## src/verilog/fault_inject_pkg.sv

```systemverilog
// constants and types shared by the fault-injection error-record node
package fault_inject_pkg;

  // ==========================================================
  // register selection
  localparam logic [7:0] RECORD_SEL_NODE = 8'h00;
  localparam logic [1:0] REG_CONTROL = 2'h0;
  localparam logic [1:0] REG_FEATURES = 2'h1;
  localparam logic [1:0] REG_STATUS = 2'h2;
  localparam logic [1:0] REG_COUNTDOWN = 2'h3;

  // ==========================================================
  // values after reset
  localparam logic [31:0] CONTROL_RESET = 32'h00000000;
  localparam logic [31:0] FEATURES_VALUE = 32'hC0000062;
  localparam logic [31:0] COUNTDOWN_RESET = 32'h00000000;
  localparam logic [9:0] STATUS_RESET = 10'h000;
  localparam logic [31:0] COUNTER_RESET = 32'h00000000;

  // ==========================================================
  // control field positions
  localparam int CTL_ARM = 31;
  localparam int CTL_RESTART = 30;
  localparam int CTL_CE_HI = 7;
  localparam int CTL_CE_LO = 6;
  localparam int CTL_DEFER = 5;
  localparam int CTL_LATENT = 4;
  localparam int CTL_SIGNALED = 3;
  localparam int CTL_UNRECOV = 2;
  localparam int CTL_UNCONT = 1;
  localparam int CTL_OVERFLOW = 0;
  localparam logic [31:0] CONTROL_WRITE_MASK = 32'hC00000FF;

  // ==========================================================
  // status field positions (the held upper slice is bits 31:22)
  localparam int ST_LOW = 22;
  localparam int ST_ADDR_VALID = 31;
  localparam int ST_VALID = 30;
  localparam int ST_UNCORR = 29;
  localparam int ST_REPORTED = 28;
  localparam int ST_OVERFLOW = 27;
  localparam int ST_MISC_VALID = 26;
  localparam int ST_CE_HI = 25;
  localparam int ST_CE_LO = 24;
  localparam int ST_POSTPONED = 23;
  localparam int ST_POISON = 22;
  localparam logic [1:0] CE_RECORDED = 2'h2;
  localparam logic [1:0] UNCORR_KIND_UNCONTAINABLE = 2'h0;

  // ==========================================================
  // countdown states, gray along idle -> counting
  typedef enum logic [0:0]
  {
    COUNT_IDLE = 1'b0,
    COUNT_RUN = 1'b1
  } count_state_type;

endpackage
```

## src/verilog/fault_inject_node.sv

```systemverilog
// fault-injection countdown, control/feature registers and primary status flags
// Summary of operation
// - control bits 4,3,2 (latent, signaled, unrecoverable classes) are stored but trigger no injection
// - control bit 1 enables uncontainable injection when the countdown triggers
// - control bit 0 is copied into status overflow on each injected record
// - control resets to zero and survives an error-recovery reset
// - feature register is read-only and reads C0000062
// - feature bit 30 reads one: reload-or-stop is selectable
// - feature bit 29: fault codes are implementation chosen on injection
// - feature bit 12: misc-valid set only if misc syndrome is stored
// - feature bit 11: address record and address-valid left untouched
// - feature bit 10: injected record clears the poison flag
// - feature bit 9: reported flag follows the genuine-error rules
// - feature fields 7:6, 5 and 1 read one, controllable
// - feature bits 4,3,2 read zero, those classes unsupported
// - in paired lockstep mode the status register reads zero
// - status bit 31 is address-valid for the highest-priority error
// - status bit 30 set once any error is recorded
// - status bit 29 uncorrected; interrupt held while set and enabled
// - status bit 28 set once an external abort was signalled
// - status bit 27 overflow, extra error details discarded
// - status bit 26 misc-valid; zero means misc records invalid
// - corrected field 00 or 10, bit 23 deferred, kind always 00
// - control bit 31 set loads reload value and starts counting
// - control bit 30 reloads at zero, otherwise counter stops
// - control bits 7:6 nonzero generate a corrected error, always recorded as corrected field 10
`timescale 1ns/10ps

module fault_inject_node
(
  // clock, cold reset, clock enable
  input wire logic CLK,
  input wire logic RESET_N,
  input wire logic CLK_EN,
  // error-recovery reset, same clock domain
  input wire logic RECOVERY_RESET_N,
  // system register access
  input wire logic [7:0] RECORD_SELECT,
  input wire logic [1:0] REG_ID,
  input wire logic REG_WRITE,
  input wire logic REG_READ,
  input wire logic [31:0] REG_WDATA,
  output logic [31:0] REG_RDATA,
  // core mode and interrupt enable
  input wire logic LOCKSTEP_PIN,
  input wire logic RECOVERY_IRQ_EN,
  // events
  output logic FAULT_IRQ,
  output logic INJECT_PULSE
);
  import fault_inject_pkg::*;

  // ==========================================================
  // state
  logic [31:0] control_reg;
  logic [31:0] control_next;
  logic [31:0] reload_reg;
  logic [31:0] reload_next;
  logic [31:0] counter_reg;
  logic [31:0] counter_next;
  count_state_type state_reg;
  count_state_type state_next;
  logic [9:0] status_reg;
  logic [9:0] status_next;
  logic [31:0] rdata_reg;
  logic [31:0] rdata_next;
  logic irq_reg;
  logic irq_next;
  logic pulse_reg;
  logic pulse_next;
  logic lock_meta_reg;
  logic lock_sync_reg;
  logic fire;
  logic node_sel;

  // full status word: low fields are not held here and read zero
  function automatic logic [31:0] status_word(input logic [9:0] st, input logic lock);
    logic [31:0] w;
    w = 32'h00000000;
    w[31:ST_LOW] = st;
    w[21:20] = UNCORR_KIND_UNCONTAINABLE;
    if (lock)
    begin
      w = 32'h00000000;
    end
    return w;
  endfunction

  assign node_sel = (RECORD_SELECT == RECORD_SEL_NODE);

  // ==========================================================
  // lockstep pin comes from outside: two flops before use
  always_ff @(posedge CLK)
  begin
    if (!RESET_N)
    begin
      lock_meta_reg <= 1'b0;
      lock_sync_reg <= 1'b0;
    end
    else if (CLK_EN)
    begin
      lock_meta_reg <= LOCKSTEP_PIN;
      lock_sync_reg <= lock_meta_reg;
    end
  end

  // ==========================================================
  // control and reload registers; recovery reset leaves them alone
  always_comb
  begin
    control_next = control_reg;
    reload_next = reload_reg;
    if (REG_WRITE && node_sel && REG_ID == REG_CONTROL)
    begin
      control_next = REG_WDATA & CONTROL_WRITE_MASK;
    end
    if (REG_WRITE && node_sel && REG_ID == REG_COUNTDOWN)
    begin
      reload_next = REG_WDATA;
    end
  end

  always_ff @(posedge CLK)
  begin
    if (!RESET_N)
    begin
      control_reg <= CONTROL_RESET;
      reload_reg <= COUNTDOWN_RESET;
    end
    else if (CLK_EN)
    begin
      control_reg <= control_next;
      reload_reg <= reload_next;
    end
  end

  // ==========================================================
  // countdown: arming loads on the written value, so the load and the
  // first decrement never collide with a stale counter
  always_comb
  begin
    state_next = state_reg;
    counter_next = counter_reg;
    fire = 1'b0;
    unique case (state_reg)
      COUNT_IDLE:
      begin
        if (control_next[CTL_ARM] && !control_reg[CTL_ARM])
        begin
          state_next = COUNT_RUN;
          counter_next = reload_next;
        end
      end
      COUNT_RUN:
      begin
        if (!control_next[CTL_ARM])
        begin
          state_next = COUNT_IDLE;
        end
        else if (counter_reg == 32'h00000000)
        begin
          fire = 1'b1;
          if (control_reg[CTL_RESTART])
          begin
            counter_next = reload_reg;
          end
          else
          begin
            state_next = COUNT_IDLE;
          end
        end
        else
        begin
          counter_next = counter_reg - 32'h00000001;
        end
      end
    endcase
    if (!RECOVERY_RESET_N)
    begin
      state_next = COUNT_IDLE;
    end
  end

  always_ff @(posedge CLK)
  begin
    if (!RESET_N)
    begin
      state_reg <= COUNT_IDLE;
      counter_reg <= COUNTER_RESET;
    end
    else if (CLK_EN)
    begin
      state_reg <= state_next;
      counter_reg <= counter_next;
    end
  end

  // ==========================================================
  // status flags: write one to clear, then injection sets, so a set
  // landing in the clearing cycle is kept
  always_comb
  begin
    status_next = status_reg;
    pulse_next = 1'b0;
    if (REG_WRITE && node_sel && REG_ID == REG_STATUS && !lock_sync_reg)
    begin
      status_next = status_reg & ~REG_WDATA[31:ST_LOW];
    end
    // latent, signaled and unrecoverable classes are unsupported: bits 4:2 never fire
    if (fire && (control_reg[CTL_CE_HI:CTL_CE_LO] != 2'h0 || control_reg[CTL_DEFER]
                 || control_reg[CTL_UNCONT]))
    begin
      pulse_next = 1'b1;
      status_next[ST_VALID - ST_LOW] = 1'b1;
      status_next[ST_OVERFLOW - ST_LOW] = control_reg[CTL_OVERFLOW];
      status_next[ST_POISON - ST_LOW] = 1'b0;
      // address-valid and misc-valid untouched: no address or misc syndrome stored
      if (control_reg[CTL_CE_HI:CTL_CE_LO] != 2'h0)
      begin
        status_next[ST_CE_HI - ST_LOW:ST_CE_LO - ST_LOW] = CE_RECORDED;
      end
      if (control_reg[CTL_DEFER])
      begin
        status_next[ST_POSTPONED - ST_LOW] = 1'b1;
      end
      if (control_reg[CTL_UNCONT])
      begin
        status_next[ST_UNCORR - ST_LOW] = 1'b1;
        status_next[ST_REPORTED - ST_LOW] = 1'b1;
      end
    end
    if (!RECOVERY_RESET_N)
    begin
      status_next = STATUS_RESET;
    end
  end

  // ==========================================================
  // read data and interrupt; outputs come straight from flops
  always_comb
  begin
    rdata_next = rdata_reg;
    irq_next = status_reg[ST_UNCORR - ST_LOW] & RECOVERY_IRQ_EN;
    if (REG_READ)
    begin
      rdata_next = 32'h00000000;
      if (node_sel)
      begin
        unique case (REG_ID)
          REG_CONTROL: rdata_next = control_reg;
          REG_FEATURES: rdata_next = FEATURES_VALUE;
          REG_STATUS: rdata_next = status_word(status_reg, lock_sync_reg);
          REG_COUNTDOWN: rdata_next = reload_reg;
        endcase
      end
    end
  end

  always_ff @(posedge CLK)
  begin
    if (!RESET_N)
    begin
      status_reg <= STATUS_RESET;
      rdata_reg <= 32'h00000000;
      irq_reg <= 1'b0;
      pulse_reg <= 1'b0;
    end
    else if (CLK_EN)
    begin
      status_reg <= status_next;
      rdata_reg <= rdata_next;
      irq_reg <= irq_next;
      pulse_reg <= pulse_next;
    end
  end

  assign REG_RDATA = rdata_reg;
  assign FAULT_IRQ = irq_reg;
  assign INJECT_PULSE = pulse_reg;

  // ==========================================================
  // checks
  a_feature_read_value: assert property (
    @(posedge CLK) disable iff (!RESET_N)
    CLK_EN && REG_READ && node_sel && REG_ID == REG_FEATURES |=> REG_RDATA == 32'hC0000062)
    else $error("feature register read wrong value");

  a_lockstep_status_zero: assert property (
    @(posedge CLK) disable iff (!RESET_N)
    CLK_EN && REG_READ && node_sel && REG_ID == REG_STATUS && lock_sync_reg
    |=> REG_RDATA == 32'h00000000)
    else $error("status not zero in lockstep");

  a_arm_loads_count: assert property (
    @(posedge CLK) disable iff (!RESET_N || !RECOVERY_RESET_N)
    CLK_EN && state_reg == COUNT_IDLE && control_next[CTL_ARM] && !control_reg[CTL_ARM]
    |=> state_reg == COUNT_RUN && counter_reg == $past(reload_next))
    else $error("arming did not load counter");

  a_count_decrements: assert property (
    @(posedge CLK) disable iff (!RESET_N || !RECOVERY_RESET_N)
    CLK_EN && state_reg == COUNT_RUN && control_next[CTL_ARM] && counter_reg != 32'h0
    |=> counter_reg == $past(counter_reg) - 32'h00000001)
    else $error("counter did not decrement");

  a_stop_at_zero: assert property (
    @(posedge CLK) disable iff (!RESET_N || !RECOVERY_RESET_N)
    CLK_EN && fire && !control_reg[CTL_RESTART] && control_next[CTL_ARM]
    |=> state_reg == COUNT_IDLE)
    else $error("counter did not stop at zero");

  a_inject_sets_valid: assert property (
    @(posedge CLK) disable iff (!RESET_N || !RECOVERY_RESET_N)
    CLK_EN && fire && control_reg[CTL_UNCONT]
    |=> INJECT_PULSE && status_reg[ST_VALID - ST_LOW] && status_reg[ST_UNCORR - ST_LOW])
    else $error("injection did not record uncorrected error");

  a_inject_copies_overflow: assert property (
    @(posedge CLK) disable iff (!RESET_N || !RECOVERY_RESET_N)
    CLK_EN && pulse_next |=> status_reg[ST_OVERFLOW - ST_LOW] == $past(control_reg[CTL_OVERFLOW])
    && !status_reg[ST_POISON - ST_LOW])
    else $error("overflow or poison wrong after injection");

  a_no_class_no_record: assert property (
    @(posedge CLK) disable iff (!RESET_N)
    CLK_EN && fire && control_reg[7:5] == 3'h0 && !control_reg[CTL_UNCONT] |=> !INJECT_PULSE)
    else $error("injection recorded with no class enabled");

  a_irq_follows_uncorr: assert property (
    @(posedge CLK) disable iff (!RESET_N)
    CLK_EN && status_reg[ST_UNCORR - ST_LOW] && RECOVERY_IRQ_EN |=> FAULT_IRQ)
    else $error("interrupt not held while uncorrected set");

endmodule

```

## config.mk

```make
export PLATFORM = sky130hd
export DESIGN_NAME = fault_inject_node
export DESIGN_NICKNAME = d
export VERILOG_FILES = /design/src/verilog/fault_inject_pkg.sv /design/src/verilog/fault_inject_node.sv
export SDC_FILE = /design/constraint.sdc
export NUM_CORES = 1
export LEC_CHECK = 0
export BUFFER_PORTS_ARGS = -buffer_cell sky130_fd_sc_hd__buf_2
export CAP_MARGIN = 20
export CORE_MARGIN = 5
export CORE_UTILIZATION = 60
export DETAILED_ROUTE_END_ITERATION = 12
export HOLD_SLACK_MARGIN = 0.1
export MAX_ROUTING_LAYER = met4
export PLACE_DENSITY = 0.9
export SLEW_MARGIN = 20
export SYNTH_ARGS = -nofsm -noshare
export SYNTH_HDL_FRONTEND = slang
export SYNTH_SLANG_ARGS = --single-unit
```

## constraint.sdc

```tcl
create_clock -name CLK -period 6.6 [get_ports CLK]
set_input_delay 0.33 -clock CLK [delete_from_list [all_inputs] [get_ports CLK]]
set_output_delay 0.33 -clock CLK [all_outputs]
set_load 0.05 [all_outputs]
```

Word level (Yosys, flattened, before mapping). Index checks and enable logic that the tools add are counted.

Flip-flop bits (word level): 121.

Add/sub/neg operators: 1. Equality and inequality tests: 8. Mux-type cells: 27. Bitwise operators: 4. Reductions and logical operators: 20.

Operators by type and width (number): 32-bit 2-to-1 mux (8); 32-bit one-hot mux with 4 select lines (1); 32-bit one-hot mux with 2 select lines (1); 32-bit logical NOT (1); 32-bit by 1-bit subtractor with 32-bit output (second input constant) (1); 10-bit 2-to-1 mux (2); 10-bit bitwise AND (1); 1-bit 2-to-1 mux (10); 10-bit inverter (1); 8-bit logical NOT (1); 4-bit 2-to-1 mux (2); 2-bit AND reduction (4); 1-bit logical AND (7); 2-bit == test (second input constant) (2); 2-bit 2-to-1 mux (2); 2-bit inequality test (second input constant) (2); 4-bit AND reduction (1); 3-bit by 1-bit inequality test with 1-bit output (second input constant) (1); 3-bit inequality test (second input constant) (1); 2-bit by 1-bit == test with 1-bit output (second input constant) (1); 1-bit logical NOT (2); 2-bit logical NOT (1); 1-bit logical OR (2); 2-bit by 1-bit inequality test with 1-bit output (second input constant) (1); 4 further kinds (4).

Depth between registers and ports, before layout.
Word-level depth: 9. Gate-level depth with buffers: 10.

Worst setup path after synthesis. No wires, ideal clock.

Path type: register to register. From: register counter_reg[18]. To: register counter_reg[19]. Library setup time: 0.117 ns. Arrival time: 2.251 ns. Required time: 6.483 ns. Path slack: 4.231 ns. Cell stages (with the launch flop): 9. Path buffers: 3. Period minus slack after synthesis: 2.369 ns. Cells stage by stage: dfxtp_1 or4_1 buf_2 nor4_4 nand4_2 o221a_1 buf_2 buf_2 a32o_1.

Word-level cells in the longest chain between the ends: 4. Elaborated cells between the ends (all ways): 7. Classes of those cells: 1 x add/sub; 1 x eq/ne; 3 x mux; 2 x reduce/logical.

RTL lines: from (decl) (RTL line fault_inject_node.sv:59) `logic [31:0] counter_reg;`; from (signal assigned) (RTL line fault_inject_node.sv:194) `counter_reg <= counter_next;`; 32-bit by 1-bit subtractor with 32-bit output or 32-bit logical NOT (tied branches) (RTL line fault_inject_node.sv:174, fault_inject_node.sv:160); 32-bit 2-to-1 mux (RTL line fault_inject_node.sv:160) `else if (counter_reg == 32'h00000000)`; 32-bit 2-to-1 mux (RTL line fault_inject_node.sv:156) `if (!control_next[CTL_ARM])`; 32-bit one-hot mux with 2 select lines (RTL line fault_inject_node.sv:145) `unique case (state_reg)`.

Several ways; a longest one is shown, not always the timed one. The select of a mux whose other input is x is not followed. A chain may end at the register's enable or synchronous reset.

Worst setup path in the final report.
From: register counter_reg[24]. To: register counter_reg[4].

Word-level cells in the longest chain between the ends: 4. Elaborated cells between the ends (all ways): 6. Classes of those cells: 1 x eq/ne; 3 x mux; 2 x reduce/logical.

RTL lines (RTL line): 32-bit logical NOT * (fault_inject_node.sv:160); 32-bit 2-to-1 mux (fault_inject_node.sv:160); 32-bit 2-to-1 mux (fault_inject_node.sv:156); 32-bit one-hot mux with 2 select lines (fault_inject_node.sv:145).

Mark *: on every way between the ends. The rest lies on a longest branch, timed or not. The select of a mux whose other input is x is not followed.

==> key figures <==
Outcome
  – Status: finished clean

Die
  – Overall die height: 112.5 um
  – Total core area: 10,280 sq um
  – Number of placement rows: 37
  – Die X-Extent: 112.5 um
  – Area enclosed by the die boundary: between 10,000 and 15,000 sq um
  – I/O pin count: 84
  – Starting density of the core: 61.32%

Detailed routing
  – Detailed-routing iteration count for the pre-antenna-repair pass: 6
  – Final antenna-violating net count: 0
  – Number of DRC markers in iteration 0: 899
  – Average wire length per cell after detail routing: 18.36 um
  – Remaining design rule violation count: 0
  – Detailed-route vias per instance: ~6.4
  – Detailed-route wire length: 19.38 mm
  – Routed vias: 6,800

GRT
  – Maximum number of pins on one net before global-route repair: 68
  – Number of global-route vias before repair: 6,438
  – Number of antenna violations at the first check in global routing: 0
  – Global Route Usage Sum: roughly 31%
  – Global-route met1 utilization: between 30% and 40%
  – GR Layer Usage met2: 48.27%
  – First-pass GRT wire length: around 31 mm
  – Leftover overflow at the end of global routing: 0
  – Most Used Layer, Global Route: met2
  – Met3 routing resource usage after global routing: 6.415%

Worst setup path
  – Critical path class: register to register
  – Data arrival time of the critical path: approximately 3.6 ns
  – CP Buf/Inv Count: 0
  – Required time at the worst-slack endpoint: 7.01 ns
  – Longest individual stage delay on the worst path: 0.77 ns
  – Crit. End Element: register
  – CP startpoint kind: register
  – Crit-path cells: nor4_1 > and4b_1 > nand3_1 > o21ai_0 > a21oi_1 > o221a_1
  – Slowest stage cell on the critical path: nand3_1
  – Largest fanout on the critical path: 26
  – Cell type group with the largest total delay on the critical path: simple AND/OR/NAND/NOR gates

Placed design
  – Cell count after placement: 997
  – Number of port buffers: 83
  – Final Wtd Congestion: 0.9600
  – Half-perimeter wire length after placement: 11.81 mm

Power
  – Proportion of power drawn by the clock network: 55.2%
  – Share of total power in sequential cells: 41.0%
  – Total internal power: 0.001387 W
  – Combinational share of power: slightly below 4%
  – Sw Share: between 20% and 30%
  – Largest voltage drop on the vdd net: between 0.15 and 0.2 mV
  – Areal power density over the cells: 234.3 nW/um^2
  – Net switching power: 0.0003988 W
  – Standby leakage power: 3.211 nW

CTS
  – Root buffer selected by CTS: clkbuf_8
  – Later-pin clock latency in the skew report: ~0.53 ns
  – CTS H-Tree Depth: 4
  – Num Clock Sinks: 121
  – Clock buffer count from CTS: 17
  – Post-CTS setup buffers: 0
  – Clock tree buffer depth: 2
  – Clock Pin Slew Worst Setup and Hold Paths: 0.06 ns
  – Clock tree from TritonCTS: built

Synthesis
  – Synth cell types: 65
  – Number of storage elements in the synthesis netlist: 121
  – Number of enable-type register cells in the synthesized netlist: 0
  – Synthesized area per cell: roughly 7.6 sq um
  – Post-synth top flop: dfxtp_1
  – Synthesized net count: 878
  – Proportion of register bits with asynchronous set or reset after synthesis: 0%
  – Warnings from Yosys: 0
  – Fraction of the yosys area taken by sequential cells: 38.44%
  – Gate count after technology mapping: 826
  – Summed instance area of the synthesized netlist: about 6300 sq um

STA
  – Worst rel slew slack: 22.45%
  – Maximum clock skew at final layout: 0.008867 ns
  – Number of hold violations in the final report: 0
  – RSZ-0062 raised after global routing: no
  – Ratio of final minimum period to clock period: 48.19%
  – Number of setup violations in the final report: 0
  – Max-slew violations: 0
  – Final TNS setup: 0 ns
  – Highest achievable clock rate: 0.3144 GHz
  – Tightest Pin Transition: 1.163 ns
  – Min cycle time layout: 3.180 ns

Layout
  – Fraction of layout instances using a drive strength above 1: 15.34%
  – Ant. Diodes: 0
  – Synth-to-layout area growth: 20.91%
  – Layout fillers: roughly 740
  – Post-route non-filler standard cell count: 1,055
  – Nets: around 960

Run
  – Reported max-cap violation count: 0

Min path
  – Worst hold-check path type: input pin to register
## logic make-up (layout without fill, tap and decap cells)
group | Yosys count | after routing | share of synthesized area (%)
mux | 18 | 18 | 2.898
compound gates | 209 | 209 | 22.51
simple gates | 395 | 395 | 29.64
buf+inv | 68 | 161 | 4.308
flops | 121 | 121 | 38.44
xor+xnor | 13 | 13 | 1.807
fa+ha+maj | 2 | 2 | 0.3970
## path summary, 6_finish.rpt
kind / startpoint / end / slack, ns / depth (start not counted)
setup reg to reg: counter_reg[24]$_SDFFE_PN0P_ / counter_reg[4]$_SDFFE_PN0P_ / 3.42 / 6
hold / removal: REG_WDATA[27] / reload_reg[27]$_SDFFE_PN0P_ / 0.11 / 3
hold reg to reg: status_reg[2]$_SDFFE_PN0P_ / status_reg[2]$_SDFFE_PN0P_ / 0.43 / 2
setup / recovery: counter_reg[24]$_SDFFE_PN0P_ / counter_reg[4]$_SDFFE_PN0P_ / 3.42 / 6
## power groups by stage
| stage | Sequential, W | Combinational (W) | Clock [W] |
|---|---|---|---|
| after global placement | 0.000748 | 0.0000540 | 0 |
| after CTS | 0.000732 | 0.0000665 | 0.000983 |
| after floorplan | 0.000747 | 0.0000259 | 0 |
| after detailed placement | 0.000748 | 0.0000540 | 0 |
| after global routing | 0.000731 | 0.0000741 | 0.00102 |
| final | 0.000732 | 0.0000689 | 0.000985 |
## final cells by class
| type | count | area, sq um | share of cell area [%] |
|---|---|---|---|
| tap | 136 | 170.2 | 2.233 |
| clock inverter | 13 | 191.4 | 2.512 |
| timing repair buffer | 119 | 750.7 | 9.852 |
| clock buffer | 19 | 431.7 | 5.665 |
| sequential | 121 | 2422 | 31.79 |
| inverter | 10 | 37.54 | 0.4926 |
| multi-input combinational | 637 | 3616 | 47.45 |
## metrics by stage
stage / setup slack, ns / cell area (sq um) / hold slack (ns) / total power (W) / utilization [%]
floorplan: 4.231 / 6302 / 0.4117 / 0.0007734 / -
global placement: 3.333 / 6731 / 0.4215 / 0.0008015 / 65.50
detailed placement: 3.228 / 6731 / 0.4237 / 0.0008016 / 65.50
CTS: 3.467 / 7615 / 0.1013 / 0.001781 / 74.09
global route: 3.186 / 7620 / 0.1182 / 0.001823 / 74.14
finish: 3.420 / 7620 / 0.1084 / 0.001785 / 74.14
## layout by cell type, fill, tap and decap left out, drive strengths merged, types with 5 or more instances in the layout
master	netlist	layout
a21oi	59	59
o221a	6	6
xor2	5	5
clkbuf	49	19
or4	8	8
nor3	22	22
a31oi	6	6
xnor2	8	8
nand4	9	9
a222oi	6	6
or3	7	7
nand2b	9	9
and3	24	24
a21boi	11	11
dfxtp	121	121
o31ai	5	5
a22oi	25	25
mux2i	16	16
a41o	13	13
dlygate4sd3	0	26
nand3	32	32
o21ai	42	42
nand2	161	161
nor4	14	14
inv	10	13
nor2	91	91
buf	9	93
## cells in the mapped netlist (9+ instances only)
cell type | n | share of area (%)
a22oi_1 | 25 | 3.0
o21ai_1 | 10 | 0.79
nor2_1 | 91 | 5.4
mux2i_1 | 16 | 2.5
nand2b_1 | 9 | 0.89
nand3_1 | 32 | 2.5
nand2_1 | 161 | 9.6
nor3_1 | 20 | 1.6
a21oi_1 | 59 | 4.7
clkbuf_1 | 49 | 2.9
dfxtp_1 | 121 | 38
a41o_1 | 13 | 2.1
nor4_1 | 12 | 1.2
inv_1 | 9 | 0.54
and3_1 | 24 | 2.4
a21boi_0 | 11 | 1.3
o21ai_0 | 32 | 2.5
## worst min-delay path, cell delays in order
cell,delay [ns]
buf_2,0.13
nand2_1,0.05
a21boi_0,0.07
## metal layers
metal	routed length [um]	vias up
met2	9054	432
met1	7761	3142
met3	1840	77
met4	719	0
met5	0	-
li1	-	3149
## repair_timing
item	4_1_cts	5_1_grt
gates resized for setup	0	0
setup endpoints to repair	0	0
hold buffers	26	0
endpoints found under the hold margin	31	0
Note: power is estimated with default switching activity, not from simulation.
